File: config.mk
export PLATFORM = sky130hd
export DESIGN_NAME = phy_event_irq_and_loopback_regs
export DESIGN_NICKNAME = d
export VERILOG_FILES = /design/src/pkg/phy_irq_pkg.sv /design/src/design/phy_event_irq_and_loopback_regs.sv
export SDC_FILE = /design/constraint.sdc
export NUM_CORES = 1
export LEC_CHECK = 0
export BUFFER_PORTS_ARGS = -buffer_cell sky130_fd_sc_hd__buf_2
export CAP_MARGIN = 20
export CORE_MARGIN = 1
export CORE_UTILIZATION = 30
export CTS_CLUSTER_DIAMETER = 200
export DETAILED_ROUTE_END_ITERATION = 10
export PLACE_DENSITY = 0.52
export SLEW_MARGIN = 0
export SYNTH_ARGS = -nofsm -noshare
export SYNTH_HDL_FRONTEND = slang
export SYNTH_SLANG_ARGS = --single-unit
export TNS_END_PERCENT = 1
File: constraint.sdc
create_clock -name core_clk -period 3.2 [get_ports core_clk]
set_input_delay 0.64 -clock core_clk [delete_from_list [all_inputs] [get_ports core_clk]]
set_output_delay 0.64 -clock core_clk [all_outputs]
set_load 0.005 [all_outputs]
File: src/pkg/phy_irq_pkg.sv
`default_nettype none
package phy_irq_pkg;
	// ********************
	// register offsets
	// ********************
	localparam logic [4:0]  LINK_EVT_OFFSET  = 5'h12;
	localparam logic [4:0]  POWER_EVT_OFFSET = 5'h13;
	localparam logic [4:0]  LOOP_CTRL_OFFSET = 5'h16;
	localparam logic [4:0]  IRQ_CTRL_OFFSET  = 5'h11;
	localparam int          ADDR_W           = 5;
	localparam int          DATA_W           = 16;
	// ********************
	// reset values
	// ********************
	localparam logic [15:0] LINK_EVT_RESET   = 16'h0000;
	localparam logic [15:0] POWER_EVT_RESET  = 16'h0000;
	localparam logic [15:0] LOOP_CTRL_RESET  = 16'h0000;
	localparam logic        IRQ_EN_RESET     = 1'b1;
	localparam logic        IRQ_POL_RESET    = 1'b1;
	// ********************
	// field positions
	// ********************
	localparam int          STATUS_LSB       = 8;
	localparam logic [7:0]  LINK_EVT_MASK    = 8'hec;
	localparam logic [7:0]  POWER_EVT_MASK   = 8'hcf;
	localparam int          IRQ_EN_BIT       = 1;
	localparam int          IRQ_POL_BIT      = 3;
	localparam int          PRBS_LOSS_BIT    = 10;
	localparam int          CORE_PWR_BIT     = 8;
	localparam int          DIG_LOOP_BIT     = 7;
	localparam int          LOOP_SEL_W       = 7;
	// ********************
	// loopback codes
	// ********************
	localparam logic [6:0]  LOOP_NONE        = 7'h00;
	localparam logic [6:0]  LOOP_PCS         = 7'h01;
	localparam logic [6:0]  LOOP_RS          = 7'h02;
	localparam logic [6:0]  LOOP_DIGITAL     = 7'h04;
	localparam logic [6:0]  LOOP_ANALOG      = 7'h08;
	localparam logic [6:0]  LOOP_REVERSE     = 7'h10;
endpackage
`default_nettype wire

File: src/design/phy_event_irq_and_loopback_regs.sv
// Notes on behaviour
// - reg 0x12 bit 15 link-quality-bad flag, read only; bit 7 its enable.
// - reg 0x12 bit 14 energy-detect change flag; bit 6 its enable.
// - reg 0x12 bit 13 link status change flag; bit 5 its enable.
// - reg 0x12 bit 11 ESD fault flag; bit 3 its enable.
// - reg 0x12 bit 10 training complete flag; bit 2 its enable.
// - reg 0x13 bit 15 under-voltage flag; bit 7 its enable.
// - reg 0x13 bit 14 over-voltage flag; bit 6 its enable.
// - reg 0x13 bit 11 over-temperature flag; bit 3 its enable.
// - reg 0x13 bit 10 sleep mode change flag; bit 2 its enable.
// - reg 0x13 bit 9 polarity change flag; bit 1 its enable.
// - reg 0x13 bit 8 one-hot check failure flag; bit 0 its enable.
// - reg 0x16 bit 10 sticky PRBS lock loss; software writes 0 to clear.
// - reg 0x16 bit 8 reads 1 in normal power, 0 when down or asleep.
// - reg 0x16 bits 6-0 one-hot loopback selector, read/write.
// - global interrupt enable gates every event from the pin.
// - polarity bit: 1 makes interrupt pin active low, 0 active high.
//
// Added by the designer: the address-and-strobe port.
`timescale 1ns/1ps
`default_nettype none
module phy_event_irq_and_loopback_regs (
	// clock and reset
	input  wire logic        core_clk,
	input  wire logic        nrst,
	// register port
	input  wire logic [4:0]  reg_addr,
	input  wire logic [15:0] reg_wdata,
	input  wire logic        reg_wr,
	input  wire logic        reg_rd,
	output logic      [15:0] reg_rdata,
	// event pulses, link group: 7 qual, 6 energy, 5 link, 3 esd, 2 training
	input  wire logic [7:0]  link_events,
	// event pulses, power group: 7 uv, 6 ov, 3 temp, 2 sleep, 1 pol, 0 one-hot
	input  wire logic [7:0]  power_events,
	// status inputs
	input  wire logic        prbs_lock_lost,
	input  wire logic        core_normal_power,
	// loopback controls out
	output logic             dig_pcs_loopback,
	output logic      [6:0]  loopback_select,
	// interrupt pin
	output logic             irq_pin
);
	// ********************
	// input synchronisers
	// ********************
	logic [17:0] sync_a;
	logic [17:0] sync_b;
	always_ff @(posedge core_clk or negedge nrst) begin
		if (!nrst) begin
			sync_a <= 18'h00000;
			sync_b <= 18'h00000;
		end else begin
			sync_a <= {core_normal_power, prbs_lock_lost, power_events, link_events};
			sync_b <= sync_a;
		end
	end
	wire logic [7:0] link_ev_s  = sync_b[7:0];
	wire logic [7:0] power_ev_s = sync_b[15:8];
	wire logic       prbs_s     = sync_b[16];
	wire logic       core_pwr_s = sync_b[17];

	// ********************
	// address decode
	// ********************
	wire logic sel_link  = (reg_addr == phy_irq_pkg::LINK_EVT_OFFSET);
	wire logic sel_power = (reg_addr == phy_irq_pkg::POWER_EVT_OFFSET);
	wire logic sel_loop  = (reg_addr == phy_irq_pkg::LOOP_CTRL_OFFSET);
	wire logic sel_ctrl  = (reg_addr == phy_irq_pkg::IRQ_CTRL_OFFSET);

	// ********************
	// register state
	// ********************
	logic [7:0] link_flags;
	logic [7:0] link_en;
	logic [7:0] power_flags;
	logic [7:0] power_en;
	logic       prbs_loss;
	logic       dig_loop;
	logic [6:0] loop_sel;
	logic       irq_en;
	logic       irq_pol;

	// read clears flags; a new event in the same cycle wins
	wire logic [7:0] next_link_flags  = (link_flags & ~{8{reg_rd & sel_link}})
		| (link_ev_s & phy_irq_pkg::LINK_EVT_MASK);
	wire logic [7:0] next_power_flags = (power_flags & ~{8{reg_rd & sel_power}})
		| (power_ev_s & phy_irq_pkg::POWER_EVT_MASK);
	// write of 0 clears, lock loss in same cycle wins
	wire logic       next_prbs_loss   = prbs_s
		| (prbs_loss & ~(reg_wr & sel_loop & ~reg_wdata[phy_irq_pkg::PRBS_LOSS_BIT]));

	always_ff @(posedge core_clk or negedge nrst) begin
		if (!nrst) begin
			link_flags  <= phy_irq_pkg::LINK_EVT_RESET[15:8];
			power_flags <= phy_irq_pkg::POWER_EVT_RESET[15:8];
			prbs_loss   <= phy_irq_pkg::LOOP_CTRL_RESET[10];
		end else begin
			link_flags  <= next_link_flags;
			power_flags <= next_power_flags;
			prbs_loss   <= next_prbs_loss;
		end
	end

	// enables, including reserved ones that only store
	always_ff @(posedge core_clk or negedge nrst) begin
		if (!nrst) begin
			link_en  <= phy_irq_pkg::LINK_EVT_RESET[7:0];
			power_en <= phy_irq_pkg::POWER_EVT_RESET[7:0];
		end else begin
			if (reg_wr && sel_link) begin
				link_en <= reg_wdata[7:0];
			end
			if (reg_wr && sel_power) begin
				power_en <= reg_wdata[7:0];
			end
		end
	end

	always_ff @(posedge core_clk or negedge nrst) begin
		if (!nrst) begin
			dig_loop <= phy_irq_pkg::LOOP_CTRL_RESET[7];
			loop_sel <= phy_irq_pkg::LOOP_CTRL_RESET[6:0];
		end else if (reg_wr && sel_loop) begin
			dig_loop <= reg_wdata[phy_irq_pkg::DIG_LOOP_BIT];
			loop_sel <= reg_wdata[6:0];
		end
	end

	always_ff @(posedge core_clk or negedge nrst) begin
		if (!nrst) begin
			irq_en  <= phy_irq_pkg::IRQ_EN_RESET;
			irq_pol <= phy_irq_pkg::IRQ_POL_RESET;
		end else if (reg_wr && sel_ctrl) begin
			irq_en  <= reg_wdata[phy_irq_pkg::IRQ_EN_BIT];
			irq_pol <= reg_wdata[phy_irq_pkg::IRQ_POL_BIT];
		end
	end

	// ********************
	// interrupt
	// ********************
	wire logic link_hit  = |(link_flags & link_en & phy_irq_pkg::LINK_EVT_MASK);
	wire logic power_hit = |(power_flags & power_en & phy_irq_pkg::POWER_EVT_MASK);
	wire logic irq_active = irq_en & (link_hit | power_hit);
	logic irq_q;
	always_ff @(posedge core_clk or negedge nrst) begin
		if (!nrst) begin
			irq_q <= phy_irq_pkg::IRQ_POL_RESET;
		end else begin
			irq_q <= irq_active ^ irq_pol;
		end
	end
	assign irq_pin = irq_q;

	// ********************
	// read path
	// ********************
	wire logic [15:0] link_word  = {link_flags, link_en};
	wire logic [15:0] power_word = {power_flags, power_en};
	wire logic [15:0] loop_word  = {5'h00, prbs_loss, 1'b0, core_pwr_s, dig_loop, loop_sel};
	wire logic [15:0] ctrl_word  = {12'h000, irq_pol, 1'b0, irq_en, 1'b0};
	wire logic [15:0] rd_mux =
		sel_link  ? link_word  :
		sel_power ? power_word :
		sel_loop  ? loop_word  :
		sel_ctrl  ? ctrl_word  : 16'h0000;

	always_ff @(posedge core_clk or negedge nrst) begin
		if (!nrst) begin
			reg_rdata <= 16'h0000;
		end else if (reg_rd) begin
			reg_rdata <= rd_mux;
		end else begin
			reg_rdata <= 16'h0000;
		end
	end

	assign dig_pcs_loopback = dig_loop;
	assign loopback_select  = loop_sel;
endmodule
`default_nettype wire

=== Yosys cells after proc, flatten, opt, wreduce, memory -nomap -nowiden ===
Index checks and enable logic that the tools add are counted.

* Add/sub/neg operators: 0
* Multipliers: 0
* Div/mod/pow operators: 0
* Order comparisons: 0
* Eq/ne operators: 4
* Shift operators: 0
* Multiplexer cells: 5
* Bitwise logic cells: 19
* Reductions and logical operators: 6

{| class="wikitable"
|+ Operators by type and width
! cell !! number
|-
| $mux 16 || 3
|-
| $and 8x8->8 || 4
|-
| $eq 5x5->1 const B || 4
|-
| $not 8->8 || 2
|-
| $or 8x8->8 || 2
|-
| $mux 11 || 1
|-
| $and 1x1->1 || 6
|-
| $reduce_or 6->1 || 1
|-
| $reduce_or 5->1 || 1
|-
| $logic_and 1x1->1 || 4
|-
| $mux 4 || 1
|-
| $not 1->1 || 2
|-
| $or 1x1->1 || 2
|-
| $xor 1x1->1 || 1
|}

* Flip-flop bits (word level): 96
* Latch bits: 0
* Memory bits (writable): 0
* Memory bits (read-only): 0
* Input bits: 43
* Word-level logic and storage cells: 47
* Memories: 0

=== Logic depth before layout (Yosys ltp) ===
Gate-level depths: netlist of the first run.

* Word-level depth: 6
* Gate-level depth with buffers: 5
* Depth with buffers taken out: 3

=== Worst setup path before layout of the first run ===
No wires, ideal clock.

* Kind: input -> register
* Start: in reg_addr[2]
* End: reg power_en[0]
* Setup time: 0.125 ns
* Data arrival time: 1.479 ns
* Required time: 3.075 ns
* Slack: 1.596 ns
* Stages: 5
* Path through: buf_2 -> nor2b_1 -> buf_4 -> nand3_4 -> mux2_2

* Word-level cells in the longest chain between the ends: 2

{| class="wikitable"
|+ RTL lines
! element !! line !! source
|-
| from (decl) || phy_event_irq_and_loopback_regs.sv:27 || <nowiki>input wire logic [4:0] reg_addr,</nowiki>
|-
| $eq 5x5->1 || phy_event_irq_and_loopback_regs.sv:68 || <nowiki>wire logic sel_power = (reg_addr == phy_irq_pkg::POWER_EVT_OFFSET);</nowiki>
|-
| $logic_and 1x1->1 || phy_event_irq_and_loopback_regs.sv:115 || <nowiki>if (reg_wr && sel_power) begin</nowiki>
|-
| to (signal assigned) || phy_event_irq_and_loopback_regs.sv:110 || <nowiki>power_en <= phy_irq_pkg::POWER_EVT_RESET[7:0];</nowiki>
|-
| to (signal assigned) || phy_event_irq_and_loopback_regs.sv:116 || <nowiki>power_en <= reg_wdata[7:0];</nowiki>
|-
| to (decl) || phy_event_irq_and_loopback_regs.sv:78 || <nowiki>logic [7:0] power_en;</nowiki>
|}

Every way passes these cells.
A chain may end at the register's enable or synchronous reset.

=== Worst setup path in the final report of the first run ===
* Start: in reg_addr[1]
* End: reg power_flags[5]

* Word-level cells in the longest chain between the ends: 5

{| class="wikitable"
|+ RTL lines
! element !! line !! source
|-
| $eq 5x5->1 || phy_event_irq_and_loopback_regs.sv:68 ||
|-
| $and 1x1->1 || phy_event_irq_and_loopback_regs.sv:88 || <nowiki>wire logic [7:0] next_power_flags = (power_flags & ~{8{reg_rd & sel_power}})</nowiki>
|-
| $not 8->8 || phy_event_irq_and_loopback_regs.sv:88 ||
|-
| $and 8x8->8 || phy_event_irq_and_loopback_regs.sv:88 ||
|-
| $or 8x8->8 || phy_event_irq_and_loopback_regs.sv:89 || <nowiki>| (power_ev_s & phy_irq_pkg::POWER_EVT_MASK);</nowiki>
|-
| via next_power_flags[5] || phy_event_irq_and_loopback_regs.sv:88 ||
|-
| to (signal assigned) || phy_event_irq_and_loopback_regs.sv:97 || <nowiki>power_flags <= phy_irq_pkg::POWER_EVT_RESET[15:8];</nowiki>
|-
| to (signal assigned) || phy_event_irq_and_loopback_regs.sv:101 || <nowiki>power_flags <= next_power_flags;</nowiki>
|-
| to (decl) || phy_event_irq_and_loopback_regs.sv:77 || <nowiki>logic [7:0] power_flags;</nowiki>
|}

The timed path passes the listed nets, and every way through them passes these cells.

==> results of run 1 <==
-- placed cells by master (no fill, tap or decap), types with 2 or more instances in the layout --
cell type  Yosys  routed
dfrtp_1       83      83
inv_1          2       2
mux2_2        28      28
nand2b_1       2       2
clkinv_2       0       2
nor2b_1        2       2
nand2_1        3       3
and2_1         5       5
a311oi_1      10      10
nor3_1        11      11
bufinv_16      0       2
buf_4          3       6
a22o_1        10      10
nand3_1       20      20
clkbuf_8       0      11
dfstp_2        3       3
buf_2          1      54
nand3_4        3       3
a21o_1        11      11
-- where the power goes --
part / total [mW] / internal (mW) / switching [mW]
sequential: 1.24 / 1.18 / 0.0590
clock: 0.846 / 0.480 / 0.366
combinational: 0.228 / 0.122 / 0.106
-- state kept, by name, indices dropped and copies added (netlist names), 7 cells and up --
signal and cells:
reg_rdata 16, sync_a 13, sync_b 13, link_en 8, link_flags 8, power_en 8
power_flags 8, loopback_select 7
-- worst register-to-register path, cell delays in order, from the launching register on --
cell and delay, ns:
dfrtp_1 0.43, a22o_1 0.24, o41a_1 0.41, a311o_1 0.30
-- worst min path at each step --
stage / startpoint / endpoint / slack [ns] / cells after the start
floorplan: sync_a[10]$_DFF_PN0_ / sync_b[10]$_DFF_PN0_ / 0.33 / 0
detailed placement: sync_a[10]$_DFF_PN0_ / sync_b[10]$_DFF_PN0_ / 0.33 / 0
CTS: sync_a[17]$_DFF_PN0_ / sync_b[17]$_DFF_PN0_ / 0.35 / 0
finish: nrst / reg_rdata[11]$_DFF_PN0_ / 0.23 / 1
global route: nrst / reg_rdata[12]$_DFF_PN0_ / 0.26 / 1
global placement: sync_a[17]$_DFF_PN0_ / sync_b[17]$_DFF_PN0_ / 0.33 / 0
-- kinds of logic after synthesis --
| logic type | after synthesis |
|---|---|
| DFF | 86 |
| and+or+nand+nor | 54 |
| AOI/OAI and AO/OA | 36 |
| muxes | 28 |
| buffers and inverters | 12 |
-- layer usage --
metal	global-route usage (%)	vias up	share of wire, %
li1	-	919	-
met1	17.9	1020	45
met2	19.6	65	45
met3	3.65	18	6.5
met4	8.45	0	3.4
met5	0	-	0
-- final cells by class --
type | instances | share of cell area (%)
Tap cell | 136 | 4.40
Clock inverter | 4 | 1.81
Multi-Input combinational cell | 118 | 25.0
Inverter | 2 | 0.194
Timing Repair Buffer | 61 | 8.87
Sequential cell | 86 | 55.8
Clock buffer | 12 | 4.01
-- stage by stage --
stage | setup slack (ns) | hold slack, ns | power [mW]
6_report | 1.33 | 0.228 | 2.32
5_1_grt | 1.30 | 0.256 | 2.44
4_1_cts | 1.33 | 0.352 | 2.35
3_5_place_dp | 0.948 | 0.335 | 1.49
3_3_place_gp | 0.984 | 0.334 | 1.49
2_1_floorplan | 1.60 | 0.331 | 1.38
==> metrics.txt, run 1 <==
# TYPE chip_impl_metric gauge
chip_impl_metric{name="aggregate_global_routing_overflow",unit=""} 0
chip_impl_metric{name="synth-edff-count",unit=""} 0
chip_impl_metric{name="port-buffer-count",unit=""} 55
chip_impl_metric{name="worst_path_buffer_plus_inverter_count",unit=""} 1
chip_impl_metric{name="multi_input_area",unit="µm²"} 965
chip_impl_metric{name="crit_path_max_incr_delay",unit="ns"} 0.53
chip_impl_metric{name="drv_cap",unit=""} 0
chip_impl_metric{name="cts_resized",unit=""} 0
chip_impl_metric{name="synth_xor_xnor_area_share",unit="%"} 0
chip_impl_metric{name="grt_antenna_before_repair",unit=""} 0
chip_impl_metric{name="insertion_delay",unit="ns"} 0.35
chip_impl_metric{name="synthToLayoutAreaGrowth",unit="%"} 20.9
chip_impl_metric{name="cts.reportedPaths.clkPinSlew",unit="ns"} 0.09
chip_impl_metric{name="place_hpwl",unit="µm"} 4580
chip_impl_metric{name="routabilityCongestion",unit=""} 0.740
chip_impl_metric{name="timing.final.crit_period",unit="ns"} 1.87
chip_impl_metric{name="p_leak",unit="nW"} 1.75
chip_impl_metric{name="synth.lib_cells_used.distinct",unit=""} 32
chip_impl_metric{name="ys_seq_elements",unit=""} 86
chip_impl_metric{name="worst_pin_slew",unit="ns"} 0.563
chip_impl_metric{name="grt_pass1_vias",unit=""} 2114
chip_impl_metric{name="antenna_cell_count",unit=""} 0
chip_impl_metric{name="setup_total_negative_slack",unit="ns"} 0
chip_impl_metric{name="final_util",unit="%"} 37.5
chip_impl_metric{name="worstSetupPathDepth",unit=""} 4
chip_impl_metric{name="drt_pre_antenna_iters",unit=""} 6
chip_impl_info{name="cts_root_buffer",value="clkbuf_8"} 1
chip_impl_metric{name="peakVddDrop",unit="mV"} 0.180
chip_impl_metric{name="route.vias.total",unit=""} 2022
chip_impl_metric{name="drive_gt1_share",unit="%"} 39.6
chip_impl_info{name="timing.critical_path.to",value="power_flags[5]$_DFF_PN0_"} 1
chip_impl_metric{name="htreeDepth",unit=""} 3
chip_impl_metric{name="post_cts_hold_buffer_count",unit=""} 0
chip_impl_metric{name="mean_syn_cell_area",unit="µm²"} 14.8
chip_impl_metric{name="row_count",unit=""} 37
chip_impl_metric{name="dr_iter_0_viols",unit=""} 108
chip_impl_metric{name="global_route_wire_length_before_repair",unit="µm"} 11100
chip_impl_metric{name="drt_drc_violations_left",unit=""} 0
chip_impl_metric{name="initial_core_util",unit="%"} 31.0
chip_impl_metric{name="final-hold-violation-count",unit=""} 0
chip_impl_metric{name="largest_net_degree_at_the_start_of_global_routing",unit=""} 87
chip_impl_metric{name="design_area",unit="mm²"} 0.00387
chip_impl_metric{name="cell_count_final_fillers_out",unit=""} 419
chip_impl_info{name="crit_path_start_kind",value="input port"} 1
chip_impl_info{name="worstSetupEndpointType",value="flop"} 1
chip_impl_metric{name="syn_nets",unit=""} 259
chip_impl_metric{name="period_share",unit="%"} 58.5
chip_impl_info{name="critical_path.slowest_cell",value="and3b_1"} 1
chip_impl_metric{name="critPathArrivalTime",unit="ns"} 2.11
chip_impl_info{name="run_status",value="completed"} 1
chip_impl_info{name="worstPathCellList",value="buf_2, and3b_1, nand3_1, and2_1"} 1
chip_impl_metric{name="grtUsageTotal",unit="%"} 13.5
chip_impl_info{name="post-synth-top-count-cell",value="dfrtp_1"} 1
chip_impl_metric{name="fp.dieW",unit="µm"} 105
chip_impl_metric{name="postPlaceCellArea",unit="mm²"} 0.00361
chip_impl_metric{name="fraction_of_the_mapped_netlist_area_in_compound_gates",unit="%"} 9.47
chip_impl_metric{name="netlist_instances",unit=""} 216
chip_impl_metric{name="fp.dieH",unit="µm"} 105
chip_impl_metric{name="netlist_area_pre_place",unit="mm²"} 0.00320
chip_impl_info{name="yosys-top-cells-count",value="83 x dfrtp_1, 28 x mux2_2, 20 x nand3_1"} 1
chip_impl_metric{name="post_synthesis_share_of_cell_area_spent_on_full_adders_half_adders_and_majority_gates",unit="%"} 0
chip_impl_metric{name="clock_sink_count",unit=""} 86
chip_impl_metric{name="route.detailed.wl_per_inst",unit="µm"} 16.5
chip_impl_metric{name="regToRegSetupSlack",unit="ns"} 1.76
chip_impl_metric{name="synth.mux.area_fraction",unit="%"} 9.86
chip_impl_metric{name="cts_buffers",unit=""} 9
chip_impl_metric{name="drv_slew",unit=""} 0
chip_impl_metric{name="avgViaCountPerCell",unit=""} 4.83
chip_impl_metric{name="postRouteAntennaNets",unit=""} 0
chip_impl_metric{name="timing.critical_path.required",unit="ns"} 3.44
chip_impl_info{name="unrepaired_setup_endpoints_after_global_routing",value="false"} 1
chip_impl_info{name="hp_class",value="in2async"} 1
chip_impl_info{name="synth.top_cells.by_area",value="dfrtp_1 65%, mux2_2 9.9%, nand3_1 3.1%, a22o_1 2.7%, a311oi_1 2.7%"} 1
chip_impl_info{name="crit_path_class",value="in2reg"} 1
chip_impl_info{name="critical-path-top-delay-family",value="simple AND/OR/NAND/NOR gates"} 1
chip_impl_metric{name="numnets_final",unit=""} 321
chip_impl_info{name="synth_ff_type",value="dfrtp_1"} 1
chip_impl_metric{name="synth_async_sr_flop_share",unit="%"} 100
chip_impl_info{name="cts_tree",value="done"} 1
chip_impl_info{name="regToRegEndpoint",value="irq_pin$_DFF_PN1_"} 1
chip_impl_metric{name="yosysWarnings",unit=""} 0
chip_impl_info{name="yosysTopAreaCell",value="dfrtp_1"} 1
chip_impl_metric{name="timing.clock.skew",unit="ns"} 0.0128
chip_impl_metric{name="finalWirelength",unit="µm"} 6930
chip_impl_metric{name="yosys.area_share.simple",unit="%"} 10.8
chip_impl_metric{name="floorplan.io_pins",unit=""} 68
chip_impl_metric{name="fraction_of_post_synthesis_cell_area_in_the_top_cell_type_by_area",unit="%"} 65.0
chip_impl_info{name="worst_r2r_startpoint",value="power_flags[1]$_DFF_PN0_"} 1
chip_impl_metric{name="critical_path.max_fanout",unit=""} 11
chip_impl_metric{name="placedCellCount",unit=""} 402
chip_impl_metric{name="layout.filler_cells",unit=""} 1031
chip_impl_metric{name="coreArea",unit="mm²"} 0.0103
chip_impl_metric{name="post-cts-setup-buffer-count",unit=""} 0
chip_impl_metric{name="dieArea",unit="mm²"} 0.0111
chip_impl_metric{name="synth_sequential_area_ratio",unit="%"} 67.4
chip_impl_info{name="synth_top_family_by_area",value="simple AND/OR/NAND/NOR gates"} 1
chip_impl_metric{name="worst_case_reg_to_reg_path_depth",unit=""} 3
chip_impl_info{name="critPathLaunch",value="reg_addr[1]"} 1
chip_impl_metric{name="clk_path_buf_depth",unit=""} 2
chip_impl_metric{name="seqCellArea",unit="mm²"} 0.00216
chip_impl_metric{name="finalSetupViolations",unit=""} 0
chip_impl_metric{name="max_clock_freq",unit="MHz"} 534
chip_impl_metric{name="power_per_cell_area",unit="mW/mm²"} 600
chip_impl_metric{name="slew_headroom",unit="%"} 62.4
Power figures use the tool's default switching activity.
==> run 2: changes to the inputs <==
- ABC_AREA: not set -> 1
- PLACE_DENSITY: 0.52 -> 0.54
- clock period: 3.2 -> 1.55 ns (I/O delays scaled with it)
==> run 2 against run 1 <==
- cell count increased by 28%
- hold slack got worse by 0.17 ns
- wire length decreased by 3.9%
- sequential power increased by 110%
- critical path type is now reg2out
- highest routed layer unchanged
- clock skew decreased by 0.0015 ns
- combinational power increased by 100%
==> metrics.txt, run 2 <==
# TYPE chip_impl_metric gauge
chip_impl_info{name="timing.hold.worst.start",value="power_events[1]"} 1
chip_impl_metric{name="final_util",unit="%"} 37.2
chip_impl_metric{name="global_route_wire_length_before_repair",unit="µm"} 11500
chip_impl_metric{name="dieArea",unit="mm²"} 0.0115
chip_impl_metric{name="peakVddDrop",unit="mV"} 0.426
chip_impl_info{name="cts_root_buffer",value="clkbuf_8"} 1
chip_impl_metric{name="max_clock_freq",unit="MHz"} 786
chip_impl_metric{name="seqCellArea",unit="mm²"} 0.00216
chip_impl_metric{name="drv_cap",unit=""} 0
chip_impl_metric{name="largest_net_degree_at_the_start_of_global_routing",unit=""} 34
chip_impl_metric{name="timing.final.crit_period",unit="ns"} 1.27
chip_impl_metric{name="fraction_of_post_synthesis_cell_area_in_the_top_cell_type_by_area",unit="%"} 62.7
chip_impl_metric{name="numnets_final",unit=""} 434
chip_impl_metric{name="worst_slack",unit="ns"} 0.278
chip_impl_info{name="yosysTopAreaCell",value="dfrtp_1"} 1
chip_impl_metric{name="synth.lib_cells_used.distinct",unit=""} 24
chip_impl_metric{name="layout.filler_cells",unit=""} 1113
chip_impl_metric{name="period_share",unit="%"} 82.1
chip_impl_info{name="synth.top_cells.by_area",value="dfrtp_1 63%, nand2_1 9.7%, inv_1 5.3%, o21ai_2 2.6%, o21ai_1 2.4%"} 1
chip_impl_info{name="worstSetupEndpointType",value="output port"} 1
chip_impl_metric{name="antenna_cell_count",unit=""} 0
chip_impl_metric{name="place_hpwl",unit="µm"} 4730
chip_impl_metric{name="insertion_delay",unit="ns"} 0.35
chip_impl_metric{name="yosysWarnings",unit=""} 0
chip_impl_metric{name="crit_path_max_incr_delay",unit="ns"} 0.52
chip_impl_metric{name="timing.critical_path.required",unit="ns"} 1.24
chip_impl_info{name="unrepaired_setup_endpoints_after_global_routing",value="false"} 1
chip_impl_metric{name="grtUsageTotal",unit="%"} 13.4
chip_impl_info{name="hp_class",value="in2reg"} 1
chip_impl_metric{name="port-buffer-count",unit=""} 55
chip_impl_info{name="worst_r2r_startpoint",value="power_flags[7]$_DFF_PN0_"} 1
chip_impl_metric{name="holdPathStages",unit=""} 1
chip_impl_metric{name="cts_resized",unit=""} 0
chip_impl_info{name="critical-path-top-delay-family",value="flip-flops"} 1
chip_impl_metric{name="floorplan.io_pins",unit=""} 68
chip_impl_metric{name="netlist_instances",unit=""} 325
chip_impl_info{name="run_status",value="completed"} 1
chip_impl_metric{name="setup_total_negative_slack",unit="ns"} 0
chip_impl_info{name="synth_top_family_by_area",value="simple AND/OR/NAND/NOR gates"} 1
chip_impl_metric{name="avgViaCountPerCell",unit=""} 4.26
chip_impl_metric{name="grt_antenna_before_repair",unit=""} 0
chip_impl_metric{name="dpl_worst_slack",unit="ns"} 0.0110
chip_impl_metric{name="clock_sink_count",unit=""} 86
chip_impl_metric{name="mean_syn_cell_area",unit="µm²"} 10.2
chip_impl_info{name="post-synth-top-count-cell",value="nand2_1"} 1
chip_impl_metric{name="cell_count_final_fillers_out",unit=""} 536
chip_impl_info{name="mostFrequentLayoutCell",value="nand2_1"} 1
chip_impl_info{name="crit_path_start_kind",value="flop"} 1
chip_impl_metric{name="critPathArrivalTime",unit="ns"} 0.96
chip_impl_metric{name="drive_gt1_share",unit="%"} 26.8
chip_impl_metric{name="worst_pin_slew",unit="ns"} 0.415
chip_impl_info{name="largest_register",value="reg_rdata"} 1
chip_impl_info{name="crit_path_class",value="reg2out"} 1
chip_impl_metric{name="syn_nets",unit=""} 368
chip_impl_info{name="worstPathCellList",value="buf_2"} 1
chip_impl_metric{name="slew_headroom",unit="%"} 72.2
chip_impl_metric{name="clk_path_buf_depth",unit=""} 2
chip_impl_metric{name="synth_sequential_area_ratio",unit="%"} 65.1
chip_impl_metric{name="route.vias.total",unit=""} 2284
chip_impl_metric{name="routabilityCongestion",unit=""} 0.763
chip_impl_metric{name="finalSetupViolations",unit=""} 0
chip_impl_metric{name="drt_pre_antenna_iters",unit=""} 4
chip_impl_metric{name="initial_core_util",unit="%"} 30.7
chip_impl_metric{name="worstSetupPathDepth",unit=""} 1
chip_impl_metric{name="grt_pass1_vias",unit=""} 2327
chip_impl_metric{name="synth-edff-count",unit=""} 0
chip_impl_metric{name="postRouteAntennaNets",unit=""} 0
chip_impl_metric{name="final-hold-violation-count",unit=""} 0
chip_impl_info{name="critical_path.slowest_cell",value="dfstp_2"} 1
chip_impl_metric{name="netlist_area_pre_place",unit="mm²"} 0.00331
chip_impl_metric{name="hold_ws",unit="ns"} 0.0534
chip_impl_metric{name="synth_async_sr_flop_share",unit="%"} 100
chip_impl_metric{name="critical_path.max_fanout",unit=""} 1
chip_impl_metric{name="worst_case_reg_to_reg_path_depth",unit=""} 7
chip_impl_metric{name="worst_path_buffer_plus_inverter_count",unit=""} 1
chip_impl_metric{name="route.detailed.wl_per_inst",unit="µm"} 12.4
chip_impl_info{name="reg_top3",value="reg_rdata: 16 flops, sync_a: 13 flops, sync_b: 13 flops"} 1
chip_impl_metric{name="p_leak",unit="nW"} 2.22
chip_impl_metric{name="coreArea",unit="mm²"} 0.0108
chip_impl_metric{name="multi_input_area",unit="µm²"} 902
chip_impl_metric{name="synth.mux.area_fraction",unit="%"} 0
chip_impl_metric{name="dr_iter_0_viols",unit=""} 145
chip_impl_info{name="synth_ff_type",value="dfrtp_1"} 1
chip_impl_metric{name="cts.reportedPaths.clkPinSlew",unit="ns"} 0.09
chip_impl_info{name="yosys-top-cells-count",value="86 x nand2_1, 83 x dfrtp_1, 47 x inv_1"} 1
chip_impl_metric{name="synth_xor_xnor_area_share",unit="%"} 0
chip_impl_metric{name="finalWirelength",unit="µm"} 6660
chip_impl_metric{name="power_per_cell_area",unit="mW/mm²"} 1170
chip_impl_info{name="critPathLaunch",value="irq_pin$_DFF_PN1_"} 1
chip_impl_metric{name="placedCellCount",unit=""} 519
chip_impl_metric{name="fp.dieH",unit="µm"} 107
chip_impl_metric{name="fp.dieW",unit="µm"} 107
chip_impl_metric{name="max_reg_flops",unit=""} 16
chip_impl_metric{name="regToRegSetupSlack",unit="ns"} 0.52
chip_impl_metric{name="drv_slew",unit=""} 0
chip_impl_metric{name="htreeDepth",unit=""} 3
chip_impl_metric{name="yosys.area_share.simple",unit="%"} 17.1
chip_impl_info{name="most-common-layout-cells",value="86 x nand2_1, 83 x dfrtp_1, 54 x buf_2"} 1
chip_impl_metric{name="timing.clock.skew",unit="ns"} 0.0113
chip_impl_metric{name="post_synthesis_share_of_cell_area_spent_on_full_adders_half_adders_and_majority_gates",unit="%"} 0
chip_impl_metric{name="fraction_of_the_mapped_netlist_area_in_compound_gates",unit="%"} 10.1
chip_impl_metric{name="aggregate_global_routing_overflow",unit=""} 0
chip_impl_metric{name="synthToLayoutAreaGrowth",unit="%"} 21.3
chip_impl_info{name="cts_tree",value="done"} 1
chip_impl_metric{name="cts_buffers",unit=""} 9
chip_impl_metric{name="ys_seq_elements",unit=""} 86
chip_impl_metric{name="post-cts-setup-buffer-count",unit=""} 0
chip_impl_metric{name="drt_drc_violations_left",unit=""} 0
chip_impl_metric{name="row_count",unit=""} 38
## run 2: cell types whose count changed after synthesis, moves of 10 or more
cell,change
nand2_1,+83
inv_1,+45
mux2_2,-28
o21ai_1,+16
o21ai_0,+14
nor3_1,-11
a21o_1,-10
a22o_1,-10
a311oi_1,-10
nor2_1,+10
o21ai_2,+10
o21bai_1,+10
## run 2: metrics by stage
step / area [µm²] / power [mW]
6_report: 4020 / 4.72
4_1_cts: 4020 / 4.78
3_5_place_dp: 3800 / 3.08
3_3_place_gp: 3800 / 3.07
5_1_grt: 4020 / 4.98
2_1_floorplan: 3310 / 2.84
## run 2: layout make-up
class                           count  area share (%)
Clock buffer                       10            3.17
Clock inverter                      6            2.15
Inverter                           50            4.67
Multi-Input combinational cell    180            22.4
Sequential cell                    86            53.6
Tap cell                          140            4.36
Timing Repair Buffer               64            9.59
## run 2: cell families after synthesis
family,count (synthesis)
AOI/OAI and AO/OA,54
DFF,86
buffers and inverters,59
and+or+nand+nor,126
## run 2: path summary, 6_finish.rpt
path / to
worst min register to register: sync_b[3]$_DFF_PN0_
worst max-delay path: irq_pin
min in group asynchronous: sync_b[11]$_DFF_PN0_
worst min-delay path: sync_a[9]$_DFF_PN0_
max in group asynchronous: irq_pin$_DFF_PN1_
worst max register to register: irq_pin$_DFF_PN1_
## run 2: per-layer routing
layer  GRT usage (%)  wire length (µm)
met5               0                 0
met4            6.75               151
met3            3.10               304
met2            20.3              2960
met1            18.1              3240
## run 2: repair_timing
item,CTS,global route
hold buffers,1,0
hold endpoints to repair,24,0
setup endpoints to repair,0,0
## run 2: report_power, final
group | switching, mW | leakage [nW] | internal, mW | total (mW)
Clock | 0.778 | 0.106 | 0.905 | 1.68
Combinational | 0.261 | 1.08 | 0.206 | 0.467
Sequential | 0.120 | 1.04 | 2.45 | 2.56
==> run 3: changes to the inputs <==
- PLACE_DENSITY: 0.54 -> 0.52
- clock period: 1.55 -> 1.25 ns (I/O delays scaled with it)
==> run 3 against run 2 <==
- clock-buffer cell count rose by 1
- core utilization grew 2.0 points
- worst setup slack got worse by 0.25 ns
- cell count up 4.3%
- die area unchanged
- clock power grew 16%
- via count is 4.0% higher
- wire length grew 4.4%
- hold slack gained 0.082 ns
- critical path type unchanged
- critical endpoint unchanged
==> metrics.txt, run 3 (synthesis gave the netlist of run 2 again) <==
# TYPE chip_impl_metric gauge
chip_impl_metric{name="insertion_delay",unit="ns"} 0.35
chip_impl_metric{name="numnets_final",unit=""} 457
chip_impl_metric{name="use_met2",unit="%"} 21.9
chip_impl_metric{name="cts.reportedPaths.clkPinSlew",unit="ns"} 0.09
chip_impl_metric{name="p_leak",unit="nW"} 2.32
chip_impl_info{name="crit_path_class",value="reg2out"} 1
chip_impl_metric{name="fp.dieW",unit="µm"} 107
chip_impl_metric{name="peakVddDrop",unit="mV"} 0.574
chip_impl_metric{name="route.detailed.wl_per_inst",unit="µm"} 12.4
chip_impl_metric{name="net-switching-power",unit="mW"} 1.45
chip_impl_metric{name="synthToLayoutAreaGrowth",unit="%"} 27.7
chip_impl_info{name="worstPathCellList",value="buf_6"} 1
chip_impl_metric{name="postPlaceCellArea",unit="mm²"} 0.00388
chip_impl_metric{name="critPathArrivalTime",unit="ns"} 0.97
chip_impl_metric{name="routabilityCongestion",unit=""} 0.772
chip_impl_metric{name="route.vias.total",unit=""} 2376
chip_impl_metric{name="power_per_cell_area",unit="mW/mm²"} 1360
chip_impl_metric{name="clockPowerShare",unit="%"} 33.8
chip_impl_metric{name="place_hpwl",unit="µm"} 5000
chip_impl_metric{name="clock_sink_count",unit=""} 86
chip_impl_metric{name="drv_cap",unit=""} 0
chip_impl_metric{name="finalWirelength",unit="µm"} 6950
chip_impl_info{name="worstSetupEndpointType",value="output port"} 1
chip_impl_info{name="reg_top3",value="reg_rdata: 16 flops, sync_a: 13 flops, sync_b: 13 flops"} 1
chip_impl_metric{name="fin_total_pwr",unit="mW"} 5.77
chip_impl_info{name="hp_class",value="in2reg"} 1
chip_impl_info{name="critical-path-top-delay-family",value="flip-flops"} 1
chip_impl_metric{name="grt_util_met1",unit="%"} 17.6
chip_impl_metric{name="worst_pin_slew",unit="ns"} 0.320
chip_impl_info{name="mostFrequentLayoutCell",value="nand2_1"} 1
chip_impl_metric{name="max_reg_flops",unit=""} 16
chip_impl_metric{name="slew_headroom",unit="%"} 78.6
chip_impl_metric{name="clk_path_buf_depth",unit=""} 2
chip_impl_metric{name="hold_ws",unit="ns"} 0.135
chip_impl_metric{name="aggregate_global_routing_overflow",unit=""} 0
chip_impl_metric{name="drt_pre_antenna_iters",unit=""} 4
chip_impl_metric{name="dieArea",unit="mm²"} 0.0115
chip_impl_metric{name="worst_path_buffer_plus_inverter_count",unit=""} 1
chip_impl_info{name="crit_path_start_kind",value="flop"} 1
chip_impl_metric{name="grtUsageTotal",unit="%"} 13.6
chip_impl_metric{name="drt_drc_violations_left",unit=""} 0
chip_impl_metric{name="cell_count_final_fillers_out",unit=""} 559
chip_impl_info{name="grt_busiest_layer",value="met2"} 1
chip_impl_info{name="most-common-layout-cells",value="86 x nand2_1, 83 x dfrtp_1, 53 x buf_2"} 1
chip_impl_info{name="cts_root_buffer",value="clkbuf_8"} 1
chip_impl_metric{name="cts_buffers",unit=""} 9
chip_impl_metric{name="largest_net_degree_at_the_start_of_global_routing",unit=""} 36
chip_impl_metric{name="period_share",unit="%"} 97.6
chip_impl_metric{name="grt_pass1_vias",unit=""} 2446
chip_impl_metric{name="setup_total_negative_slack",unit="ns"} 0
chip_impl_metric{name="postRouteAntennaNets",unit=""} 0
chip_impl_metric{name="coreArea",unit="mm²"} 0.0108
chip_impl_metric{name="power.sequential.fraction",unit="%"} 55.2
chip_impl_metric{name="timing.final.crit_period",unit="ns"} 1.22
chip_impl_metric{name="design_area",unit="mm²"} 0.00423
chip_impl_metric{name="final-hold-violation-count",unit=""} 0
chip_impl_info{name="run_status",value="completed"} 1
chip_impl_metric{name="drv_slew",unit=""} 0
chip_impl_metric{name="post-cts-setup-buffer-count",unit=""} 0
chip_impl_metric{name="placedCellCount",unit=""} 529
chip_impl_metric{name="dr_iter_0_viols",unit=""} 98
chip_impl_metric{name="row_count",unit=""} 38
chip_impl_metric{name="proportion_of_power_drawn_by_combinational_gates",unit="%"} 11.0
chip_impl_metric{name="avgViaCountPerCell",unit=""} 4.25
chip_impl_info{name="largest_register",value="reg_rdata"} 1
chip_impl_metric{name="initial_core_util",unit="%"} 30.7
chip_impl_metric{name="drive_gt1_share",unit="%"} 27.7
chip_impl_info{name="unrepaired_setup_endpoints_after_global_routing",value="true"} 1
chip_impl_metric{name="timing.clock.skew",unit="ns"} 0.00736
chip_impl_metric{name="globalRouteMet3Util",unit="%"} 2.86
chip_impl_metric{name="antenna_cell_count",unit=""} 0
chip_impl_info{name="critical_path.slowest_cell",value="dfstp_2"} 1
chip_impl_metric{name="port-buffer-count",unit=""} 55
chip_impl_metric{name="floorplan.io_pins",unit=""} 68
chip_impl_metric{name="power.share.switching",unit="%"} 25.1
chip_impl_metric{name="grt_antenna_before_repair",unit=""} 0
chip_impl_metric{name="htreeDepth",unit=""} 3
chip_impl_metric{name="timing.critical_path.required",unit="ns"} 1.00
chip_impl_metric{name="crit_path_max_incr_delay",unit="ns"} 0.53
chip_impl_metric{name="max_clock_freq",unit="MHz"} 820
chip_impl_metric{name="global_route_wire_length_before_repair",unit="µm"} 11700
chip_impl_metric{name="critical_path.max_fanout",unit=""} 1
chip_impl_metric{name="finalSetupViolations",unit=""} 0
chip_impl_info{name="cts_tree",value="done"} 1
chip_impl_metric{name="fp.dieH",unit="µm"} 107
chip_impl_metric{name="p_int",unit="mW"} 4.32
==> run 3: layer usage <==
layer	vias to the layer above	part of all wire (%)
li1	1185	-
met1	1129	48
met2	50	47
met3	12	3.9
met4	0	1.6
met5	-	0
==> run 3: area by class of cell <==
class / count / area, µm²
Inverter: 50 / 188
Sequential cell: 86 / 2160
Clock buffer: 11 / 141
Multi-Input combinational cell: 180 / 902
Clock inverter: 5 / 60.1
Tap cell: 140 / 175
Fill cell: 1087 / 6560
Timing Repair Buffer: 87 / 609
==> run 3: final timing paths <==
path	cells after the start	startpoint	slack (ns)	end
max	1	irq_pin$_DFF_PN1_	0.03	irq_pin
min	3	reg_wdata[10]	0.14	prbs_loss$_DFF_PN0_
max reg2reg	7	power_flags[7]$_DFF_PN0_	0.25	irq_pin$_DFF_PN1_
min reg2reg	0	sync_a[17]$_DFF_PN0_	0.35	sync_b[17]$_DFF_PN0_
max in group asynchronous	3	nrst	0.41	irq_en$_DFFE_PN1P_
min in group asynchronous	2	nrst	0.32	power_flags[3]$_DFF_PN0_
==> run 3: what timing repair did <==
action / 4_1_cts / 5_1_grt
hold buffers: 14 / 0
gates resized for setup: 0 / 1
hold endpoints to repair: 30 / 0
setup endpoints to repair: 0 / 1
==> run 3: power groups by stage <==
stage | logic (mW) | registers (mW) | clock network, mW
6_report | 0.634 | 3.19 | 1.95
5_1_grt | 0.731 | 3.22 | 2.15
4_1_cts | 0.634 | 3.19 | 2.03
3_5_place_dp | 0.599 | 3.24 | 0
3_3_place_gp | 0.586 | 3.23 | 0
2_1_floorplan | 0.321 | 3.21 | 0
==> run 3: metrics by stage <==
| stage | setup WS (ns) | utilization (%) |
|---|---|---|
| 2_1_floorplan | 0.203 | - |
| 3_3_place_gp | -0.0412 | 36.0 |
| 3_5_place_dp | -0.0644 | 36.0 |
| 4_1_cts | 0.00385 | 39.1 |
| 5_1_grt | -0.0139 | 39.2 |
| 6_report | 0.0305 | 39.2 |
